File: config.mk
export PLATFORM = sky130hd
export DESIGN_NAME = occ_top
export DESIGN_NICKNAME = d
export VERILOG_FILES = /design/src/rtl/occ_pkg.sv /design/src/rtl/occ_match.sv /design/src/rtl/occ_top.sv
export VERILOG_INCLUDE_DIRS = /design/src /design/src/rtl
export SDC_FILE = /design/constraint.sdc
export NUM_CORES = 1
export LEC_CHECK = 0
export ABC_AREA = 0
export BUFFER_PORTS_ARGS = -buffer_cell sky130_fd_sc_hd__clkbuf_2
export CAP_MARGIN = 15
export CORE_MARGIN = 2
export CORE_UTILIZATION = 30
export CTS_CLUSTER_SIZE = 14
export DETAILED_ROUTE_END_ITERATION = 16
export PLACE_DENSITY_LB_ADDON = 0.1
export RECOVER_POWER = 100
export SYNTH_ARGS = -nofsm -noshare
export SYNTH_HDL_FRONTEND = slang
export SYNTH_HIERARCHICAL = 1
export SYNTH_SLANG_ARGS = --single-unit
File: constraint.sdc
create_clock -name ref_clk -period 3 [get_ports ref_clk]
set_input_delay 0.6 -clock ref_clk [delete_from_list [all_inputs] [get_ports ref_clk]]
set_output_delay 0.6 -clock ref_clk [all_outputs]
set_load 0.01 [all_outputs]
File: src/rtl/occ_consts.svh
// register offsets, field positions and reset values of the output compare unit
// Operation
// - continuously compare value against selected timer
// - match drives pin high, low, toggle, unchanged
// - interrupt flag set with the pin action
// - clearing control forces compare latch low
// - matching valid only for synchronous timer modes
// - software interrupt mode leaves pin untouched
// - special event mode pulses internal trigger
// - trigger resets the selected timer pair
// - trigger never starts a conversion
// - compare output overrides port data latch
`ifndef OCC_CONSTS_SVH
`define OCC_CONSTS_SVH

// ==========================================
// register byte offsets
`define OCC_OFS_CTRL   5'h00
`define OCC_OFS_VALUE  5'h04
`define OCC_OFS_TSEL   5'h08
`define OCC_OFS_STAT   5'h0C
`define OCC_OFS_MASK   5'h10
`define OCC_OFS_PORT   5'h14

// ==========================================
// field positions
`define OCC_STAT_MATCH 0
`define OCC_STAT_TRIG  1
`define OCC_PORT_DIR   0
`define OCC_PORT_LAT   1
`define OCC_PORT_PIN   2
`define OCC_PORT_CMP   3

// ==========================================
// reset values
`define OCC_RST_CTRL   4'h0
`define OCC_RST_VALUE  16'h0000
`define OCC_RST_TSEL   2'h0
`define OCC_RST_STAT   2'h0
`define OCC_RST_MASK   2'h0
`define OCC_RST_DIR    1'b1
`define OCC_RST_LAT    1'b0

`endif

File: src/rtl/occ_pkg.sv
// types and helper functions of the output compare unit
package occ_pkg;

	// ==========================================
	// compare mode codes
	typedef enum logic [3:0] {
		OCC_MODE_OFF    = 4'h0,
		OCC_MODE_TOGGLE = 4'h2,
		OCC_MODE_HIGH   = 4'h8,
		OCC_MODE_LOW    = 4'h9,
		OCC_MODE_SWIRQ  = 4'hA,
		OCC_MODE_SPEC   = 4'hB
	} occ_mode_t;

	// ==========================================
	// bus slave states, one-hot
	typedef enum logic [1:0] {
		OCC_BUS_IDLE = 2'b01,
		OCC_BUS_ACK  = 2'b10
	} occ_bus_st_t;

	// modes that act on the pin
	function automatic logic occ_pin_mode(input logic [3:0] m);
		return (m == OCC_MODE_TOGGLE) || (m == OCC_MODE_HIGH) || (m == OCC_MODE_LOW);
	endfunction

	// every compare mode, pin acting or not
	function automatic logic occ_cmp_mode(input logic [3:0] m);
		return occ_pin_mode(m) || (m == OCC_MODE_SWIRQ) || (m == OCC_MODE_SPEC);
	endfunction

	// byte-enable merge of a write into a word
	function automatic logic [31:0] occ_wmerge(input logic [31:0] old,
		input logic [31:0] wd, input logic [3:0] be);
		logic [31:0] r;
		r = old;
		for (int i = 0; i < 4; i++) begin
			if (be[i]) begin
				r[i*8 +: 8] = wd[i*8 +: 8];
			end
		end
		return r;
	endfunction

endpackage

File: src/rtl/occ_match.sv
// equality detector between compare value and the selected timer pair
`timescale 1ns/1ns
module occ_match
	import occ_pkg::*;
(
	// clock and reset
	input  wire logic        ref_clk,
	input  wire logic        sys_rst,
	// timer pairs
	input  wire logic [15:0] timer0_val,
	input  wire logic [15:0] timer1_val,
	input  wire logic [15:0] timer2_val,
	input  wire logic [15:0] timer3_val,
	input  wire logic [3:0]  timer_async,
	// configuration
	input  wire logic [1:0]  tsel,
	input  wire logic [15:0] cmp_val,
	// result
	output logic             match_q
);

	// ==========================================
	// selection and compare
	logic [15:0] sel_val;
	logic        eq_now;
	logic        async_sel;
	logic        eq_q;

	assign sel_val = (tsel == 2'h0) ? timer0_val :
	                 (tsel == 2'h1) ? timer1_val :
	                 (tsel == 2'h2) ? timer2_val : timer3_val;
	assign eq_now    = (sel_val == cmp_val);
	// an asynchronous counter cannot be compared safely
	assign async_sel = timer_async[tsel];

	// one event per arrival at the value, not per cycle held there
	always_ff @(posedge ref_clk or posedge sys_rst) begin
		if (sys_rst) begin
			eq_q    <= 1'b0;
			match_q <= 1'b0;
		end else begin
			eq_q    <= eq_now;
			match_q <= eq_now & ~eq_q & ~async_sel;
		end
	end
endmodule

File: src/rtl/occ_top.sv
// output compare unit with Avalon-MM register slave and interrupt
//
// Added by the designer: the placing of the registers and the Avalon-MM register port.
`timescale 1ns/1ns
`include "occ_consts.svh"
module occ_top
	import occ_pkg::*;
(
	// clock and reset
	input  wire logic        ref_clk,
	input  wire logic        sys_rst,
	// avalon-mm slave
	input  wire logic [4:0]  avs_address,
	input  wire logic        avs_read,
	input  wire logic        avs_write,
	input  wire logic [31:0] avs_writedata,
	input  wire logic [3:0]  avs_byteenable,
	output logic [31:0]      avs_readdata,
	output logic             avs_waitrequest,
	// timer pairs of the time base
	input  wire logic [15:0] timer0_val,
	input  wire logic [15:0] timer1_val,
	input  wire logic [15:0] timer2_val,
	input  wire logic [15:0] timer3_val,
	input  wire logic [3:0]  timer_async,
	// timer reset and trigger
	output logic [3:0]       timer_reset,
	output logic             special_event,
	// compare output pin
	output logic             compare_output_pin_o,
	output logic             compare_output_pin_oe_n,
	// interrupt
	output logic             irq
);

	// ==========================================
	// state
	occ_bus_st_t bus_st_q;
	occ_bus_st_t bus_st_d;
	logic        waitreq_q;
	logic [31:0] rdata_q;
	logic [31:0] rdata_d;
	logic [3:0]  ctrl_q;
	logic [3:0]  ctrl_d;
	logic [15:0] value_q;
	logic [15:0] value_d;
	logic [1:0]  tsel_q;
	logic [1:0]  tsel_d;
	logic [1:0]  stat_q;
	logic [1:0]  stat_d;
	logic [1:0]  mask_q;
	logic [1:0]  mask_d;
	logic        dir_q;
	logic        dir_d;
	logic        lat_q;
	logic        lat_d;
	logic        cmp_latch_q;
	logic        cmp_latch_d;
	logic        pin_out_q;
	logic        pin_out_d;
	logic        pin_oe_n_q;
	logic        irq_q;
	logic        spec_q;
	logic [3:0]  treset_q;
	logic        match_q;

	// ==========================================
	// match detector
	occ_match u_match (
		.ref_clk     (ref_clk),
		.sys_rst     (sys_rst),
		.timer0_val  (timer0_val),
		.timer1_val  (timer1_val),
		.timer2_val  (timer2_val),
		.timer3_val  (timer3_val),
		.timer_async (timer_async),
		.tsel        (tsel_q),
		.cmp_val     (value_q),
		.match_q     (match_q)
	);

	// ==========================================
	// bus decode
	logic        bus_req;
	logic        bus_acc;
	logic        wr_acc;
	logic        wr_ctrl;
	logic        wr_value;
	logic        wr_tsel;
	logic        wr_stat;
	logic        wr_mask;
	logic        wr_port;
	logic [31:0] wmrg_ctrl;
	logic [31:0] wmrg_value;
	logic [31:0] wmrg_tsel;
	logic [31:0] wmrg_stat;
	logic [31:0] wmrg_mask;
	logic [31:0] wmrg_port;
	logic [31:0] port_view;

	assign bus_req  = avs_read | avs_write;
	// a write lands on the edge where the master sees waitrequest low
	assign bus_acc  = (bus_st_q == OCC_BUS_ACK);
	assign wr_acc   = bus_acc & avs_write;
	assign wr_ctrl  = wr_acc & (avs_address == `OCC_OFS_CTRL);
	assign wr_value = wr_acc & (avs_address == `OCC_OFS_VALUE);
	assign wr_tsel  = wr_acc & (avs_address == `OCC_OFS_TSEL);
	assign wr_stat  = wr_acc & (avs_address == `OCC_OFS_STAT);
	assign wr_mask  = wr_acc & (avs_address == `OCC_OFS_MASK);
	assign wr_port  = wr_acc & (avs_address == `OCC_OFS_PORT);

	assign port_view = {28'h0000000, cmp_latch_q, pin_out_q, lat_q, dir_q};

	assign wmrg_ctrl  = occ_wmerge({28'h0000000, ctrl_q}, avs_writedata, avs_byteenable);
	assign wmrg_value = occ_wmerge({16'h0000, value_q}, avs_writedata, avs_byteenable);
	assign wmrg_tsel  = occ_wmerge({30'h0, tsel_q}, avs_writedata, avs_byteenable);
	// only enabled lanes may clear a flag
	assign wmrg_stat  = occ_wmerge(32'h00000000, avs_writedata, avs_byteenable);
	assign wmrg_mask  = occ_wmerge({30'h0, mask_q}, avs_writedata, avs_byteenable);
	assign wmrg_port  = occ_wmerge(port_view, avs_writedata, avs_byteenable);

	// unmapped addresses read as zero and ignore writes
	assign rdata_d = (avs_address == `OCC_OFS_CTRL)  ? {28'h0000000, ctrl_q} :
	                 (avs_address == `OCC_OFS_VALUE) ? {16'h0000, value_q} :
	                 (avs_address == `OCC_OFS_TSEL)  ? {30'h0, tsel_q} :
	                 (avs_address == `OCC_OFS_STAT)  ? {30'h0, stat_q} :
	                 (avs_address == `OCC_OFS_MASK)  ? {30'h0, mask_q} :
	                 (avs_address == `OCC_OFS_PORT)  ? port_view : 32'h00000000;

	// ==========================================
	// bus slave state machine
	always_comb begin
		case (bus_st_q)
			OCC_BUS_IDLE: begin
				bus_st_d = bus_req ? OCC_BUS_ACK : OCC_BUS_IDLE;
			end
			OCC_BUS_ACK: begin
				bus_st_d = OCC_BUS_IDLE;
			end
			default: begin
				bus_st_d = OCC_BUS_IDLE;
			end
		endcase
	end

	always_ff @(posedge ref_clk or posedge sys_rst) begin
		if (sys_rst) begin
			bus_st_q  <= OCC_BUS_IDLE;
			waitreq_q <= 1'b1;
			rdata_q   <= 32'h00000000;
		end else begin
			bus_st_q  <= bus_st_d;
			waitreq_q <= ~(bus_st_d == OCC_BUS_ACK);
			rdata_q   <= (bus_st_d == OCC_BUS_ACK) ? rdata_d : rdata_q;
		end
	end

	// ==========================================
	// configuration registers
	logic ctrl_clr;
	logic act_mode;
	logic spec_mode;
	logic cmp_hit;

	assign ctrl_d   = wr_ctrl ? wmrg_ctrl[3:0] : ctrl_q;
	assign value_d  = wr_value ? wmrg_value[15:0] : value_q;
	assign tsel_d   = wr_tsel ? wmrg_tsel[1:0] : tsel_q;
	assign mask_d   = wr_mask ? wmrg_mask[1:0] : mask_q;
	assign dir_d    = wr_port ? wmrg_port[`OCC_PORT_DIR] : dir_q;
	assign lat_d    = wr_port ? wmrg_port[`OCC_PORT_LAT] : lat_q;
	// writing zero to control is the clear
	assign ctrl_clr = wr_ctrl & (ctrl_d == OCC_MODE_OFF);

	assign act_mode  = occ_pin_mode(ctrl_q);
	assign spec_mode = (ctrl_q == OCC_MODE_SPEC);
	assign cmp_hit   = match_q & occ_cmp_mode(ctrl_q);

	always_ff @(posedge ref_clk or posedge sys_rst) begin
		if (sys_rst) begin
			ctrl_q  <= `OCC_RST_CTRL;
			value_q <= `OCC_RST_VALUE;
			tsel_q  <= `OCC_RST_TSEL;
			mask_q  <= `OCC_RST_MASK;
			dir_q   <= `OCC_RST_DIR;
			lat_q   <= `OCC_RST_LAT;
		end else begin
			ctrl_q  <= ctrl_d;
			value_q <= value_d;
			tsel_q  <= tsel_d;
			mask_q  <= mask_d;
			dir_q   <= dir_d;
			lat_q   <= lat_d;
		end
	end

	// ==========================================
	// compare output latch
	always_comb begin
		cmp_latch_d = cmp_latch_q;
		if (ctrl_clr) begin
			cmp_latch_d = 1'b0;
		end else if (match_q) begin
			case (ctrl_q)
				OCC_MODE_HIGH: begin
					cmp_latch_d = 1'b1;
				end
				OCC_MODE_LOW: begin
					cmp_latch_d = 1'b0;
				end
				OCC_MODE_TOGGLE: begin
					cmp_latch_d = ~cmp_latch_q;
				end
				default: begin
					// software interrupt and trigger leave the latch alone
					cmp_latch_d = cmp_latch_q;
				end
			endcase
		end
	end

	// pin muxing: compare latch wins over port data when driven
	assign pin_out_d = (act_mode & ~dir_q) ? cmp_latch_q : lat_q;

	// ==========================================
	// status, mask and interrupt
	logic [1:0] stat_set;
	logic [1:0] stat_clr;

	assign stat_set = {cmp_hit & spec_mode, cmp_hit};
	assign stat_clr = wr_stat ? wmrg_stat[1:0] : 2'h0;
	// set beats a same-cycle clear so no event is lost
	assign stat_d   = (stat_q & ~stat_clr) | stat_set;

	always_ff @(posedge ref_clk or posedge sys_rst) begin
		if (sys_rst) begin
			cmp_latch_q <= 1'b0;
			pin_out_q   <= 1'b0;
			pin_oe_n_q  <= 1'b1;
			stat_q      <= `OCC_RST_STAT;
			irq_q       <= 1'b0;
		end else begin
			cmp_latch_q <= cmp_latch_d;
			pin_out_q   <= pin_out_d;
			// direction bit set by software; pin floats until cleared
			pin_oe_n_q  <= dir_d;
			stat_q      <= stat_d;
			irq_q       <= |(stat_d & mask_d);
		end
	end

	// ==========================================
	// special event trigger
	logic [3:0] tsel_hot;

	assign tsel_hot = 4'h1 << tsel_q;

	// trigger fans out to timer resets only; no conversion start exists
	always_ff @(posedge ref_clk or posedge sys_rst) begin
		if (sys_rst) begin
			spec_q   <= 1'b0;
			treset_q <= 4'h0;
		end else begin
			spec_q   <= match_q & spec_mode;
			treset_q <= (match_q & spec_mode) ? tsel_hot : 4'h0;
		end
	end

	// ==========================================
	// outputs
	assign avs_readdata            = rdata_q;
	assign avs_waitrequest         = waitreq_q;
	assign timer_reset             = treset_q;
	assign special_event           = spec_q;
	assign compare_output_pin_o    = pin_out_q;
	assign compare_output_pin_oe_n = pin_oe_n_q;
	assign irq                     = irq_q;
endmodule

==> impl_metrics.yaml <==
logic_synthesis:
  ys.flop_type: "dfrtp_1"
  yosys.area.top_type: "dfrtp_1"
  netlist_instances: 273
  yosys_warnings: 6
  synth_edf_count: 0
  ys_seq_area_frac: 0.4315
  synth.distinct_cells: 48
  ys_top_cells_by_area: "dfrtp_1, mux4_2, mux4_1"
  ys_seq_elements: 56
  netlist_area_um2: 3253
  postSynth.asyncResetShare: 1.000
  syn_area_per_cell_um2: 11.92
  synthDominantCellAreaShare: 0.4154
outcome:
  status: "finished clean"
final_layout:
  layout_commonest_cell: "clkbuf_2"
  stdcell_area_um2: 3948
  regArea_um2: 1404
  fin_util: 0.3690
  antenna_cells: 0
  synthToLayoutAreaGrowth_pct: 21.35
  fillers: 1125
  drive_above_1_share: 0.3469
  final_cell_mix: "clkbuf_2, dfrtp_1, nand2_1"
  fin_nets: 504
  multi_input_area_um2: 1609
timing:
  slew_headroom: 0.3353
  fin_ws_ns: 0.4903
  setup_tns_ns: 0
  fin_skew_ns: 0.01380
  period_needed_ns: 2.510
  worst_slew_pin_slew_ns: 0.9960
  rsz0062_at_grt: "no"
  final-hold-violation-count: 0
  max_clock_freq_mhz: 398.5
  slew_violations: 0
  period_share: 0.8366
  finalSetupViolCount: 0
route:
  drtIter0Drc: 113
  wl_met1_um: 3729
  detail_route.wirelength_um: 8134
  drt_pass1_iterations: 4
  dr_wl_met2_um: 3708
  drc_errors: 0
  detail-route-antenna-nets: 0
  wl_per_cell_um: 15.29
  num_vias: 2476
  wl_met3_um: 601
  viasPerCell: 4.654
  top_layer_used: "met4"
cts:
  cts_root_buf: "clkbuf_8"
  max-clock-path-buffers: 2
  path_clk_slew_ns: 0.10
  cts_tree: "yes"
  ctsHoldBuffers: 0
  cts_resized: 0
  cts_setup_buffers: 0
  numCtsBuffers: 5
  clk_latency_ns: 0.32
  cts.sinks: 56
  htreeDepth: 2
setup_path:
  rr_endpoint: "u_match/match_q"
  worst_setup_path_start_kind: "primary input"
  r2r_slack_ns: 0.52
  r2r-start: "tsel_q[0]"
  critPathCaptureType: "register"
  ff2ff_path_depth: 6
  cp_max_fo: 12
  crit_type: "in -> reg"
  cp_data_required_time_ns: 3.20
  arrival_ns: 2.71
die:
  start_util: 0.3041
  die_area_um2: 11690
  die_h_um: 108.1
  dieWidth_um: 108.1
  ios: 154
  core_area_um2: 10700
  row_count: 38
placement:
  hpwl_um: 6549
  postPlaceCellArea_um2: 3939
  post-place-ws_ns: 0.6505
  gp_congestion: 0.7544
  numPortBuffers: 119
power:
  peakVddDrop_mv: 0.1973
  power.leakage_nw: 1.925
  power.density_nw_per_um2: 448.7
  power_mw: 1.771
global_routing:
  grt_pass1_vias: 2514
  grt_pass1_wl_um: 12970
  grt_max_degree: 31
  antenna_found_initial: 0
  grt_usage: 0.1444
  gr-total-overflow: 0
flow_run:
  maxCapViolations: 0
worst_hold_path:
  hp-class: "in -> async"
-- metrics by stage --
| step | hold slack [ns] | cells |
|---|---|---|
| 5_1_grt | 0.1191 | 532 |
| 4_1_cts | 0.1160 | 532 |
| 3_3_place_gp | 0.4160 | 524 |
| 3_5_place_dp | 0.4138 | 524 |
| 2_1_floorplan | 0.3412 | 288 |
| 6_report | 0.1130 | 532 |
-- metal layers --
layer	vias up	track usage
met5	-	0
met4	0	0.03846
met3	6	0.03315
met2	112	0.2314
met1	1168	0.1975
li1	1190	-
-- where the power goes --
group / internal [mW] / switching (mW)
clock: 0.212 / 0.255
sequential: 0.822 / 0.0554
combinational: 0.193 / 0.234
total: 1.23 / 0.544
-- synth_stat cells, drive strengths merged, types with 5 or more instances --
cell,number
nor3,5
nor3b,5
inv,7
mux2,29
nand4,6
nand2,33
dfrtp,54
buf,26
nand3,15
clkbuf,6
mux4,17
nor2,11
xnor2,17
-- worst max-delay path by stage --
stage	to	start	slack, ns	depth (start not counted)
6_report	value_q[7]	avs_address[2]	0.49	6
5_1_grt	u_match/match_q	tsel_q[0]	0.35	7
4_1_cts	u_match/match_q	tsel_q[0]	0.63	6
3_5_place_dp	value_q[7]	avs_address[2]	0.65	6
3_3_place_gp	u_match/match_q	tsel_q[0]	0.63	6
2_1_floorplan	u_match/match_q	tsel_q[1]	0.89	7
-- flip-flops by register name, indices dropped and copies added, names as in the netlist --
name,flops
avs_readdata,16
bus_st_q,2
cmp_latch_q,1
compare_output_pin_o,1
compare_output_pin_oe_n,1
ctrl_q,4
irq,1
lat_q,1
mask_q,2
special_event,1
stat_q,2
timer_reset,4
tsel_q,2
u_match/eq_q,1
u_match/match_q,1
value_q,16
-- logic make-up after synthesis --
family | synth area share
multiplexers | 0.2446
other | 0.001153
XOR/XNOR | 0.04577
AND/OR/NAND/NOR | 0.1608
flip-flops | 0.4315
AO/OA/AOI/OAI | 0.04000
buffers and inverters | 0.07615
-- worst max-delay path: stages --
cell	delay, ns
clkbuf_1	0.34
nor3b_1	0.47
and2_0	0.38
buf_4	0.24
nand2_1	0.26
mux2_1	0.41
-- layout make-up --
| cell class | count | share of cell area |
|---|---|---|
| multi-input cells | 193 | 0.4076 |
| flip-flops and latches | 56 | 0.3556 |
| repair buffers | 128 | 0.1604 |
| well taps | 140 | 0.04437 |
| clock buffers | 8 | 0.02536 |
| inverters | 7 | 0.006656 |
Power figures use the tool's default switching activity.
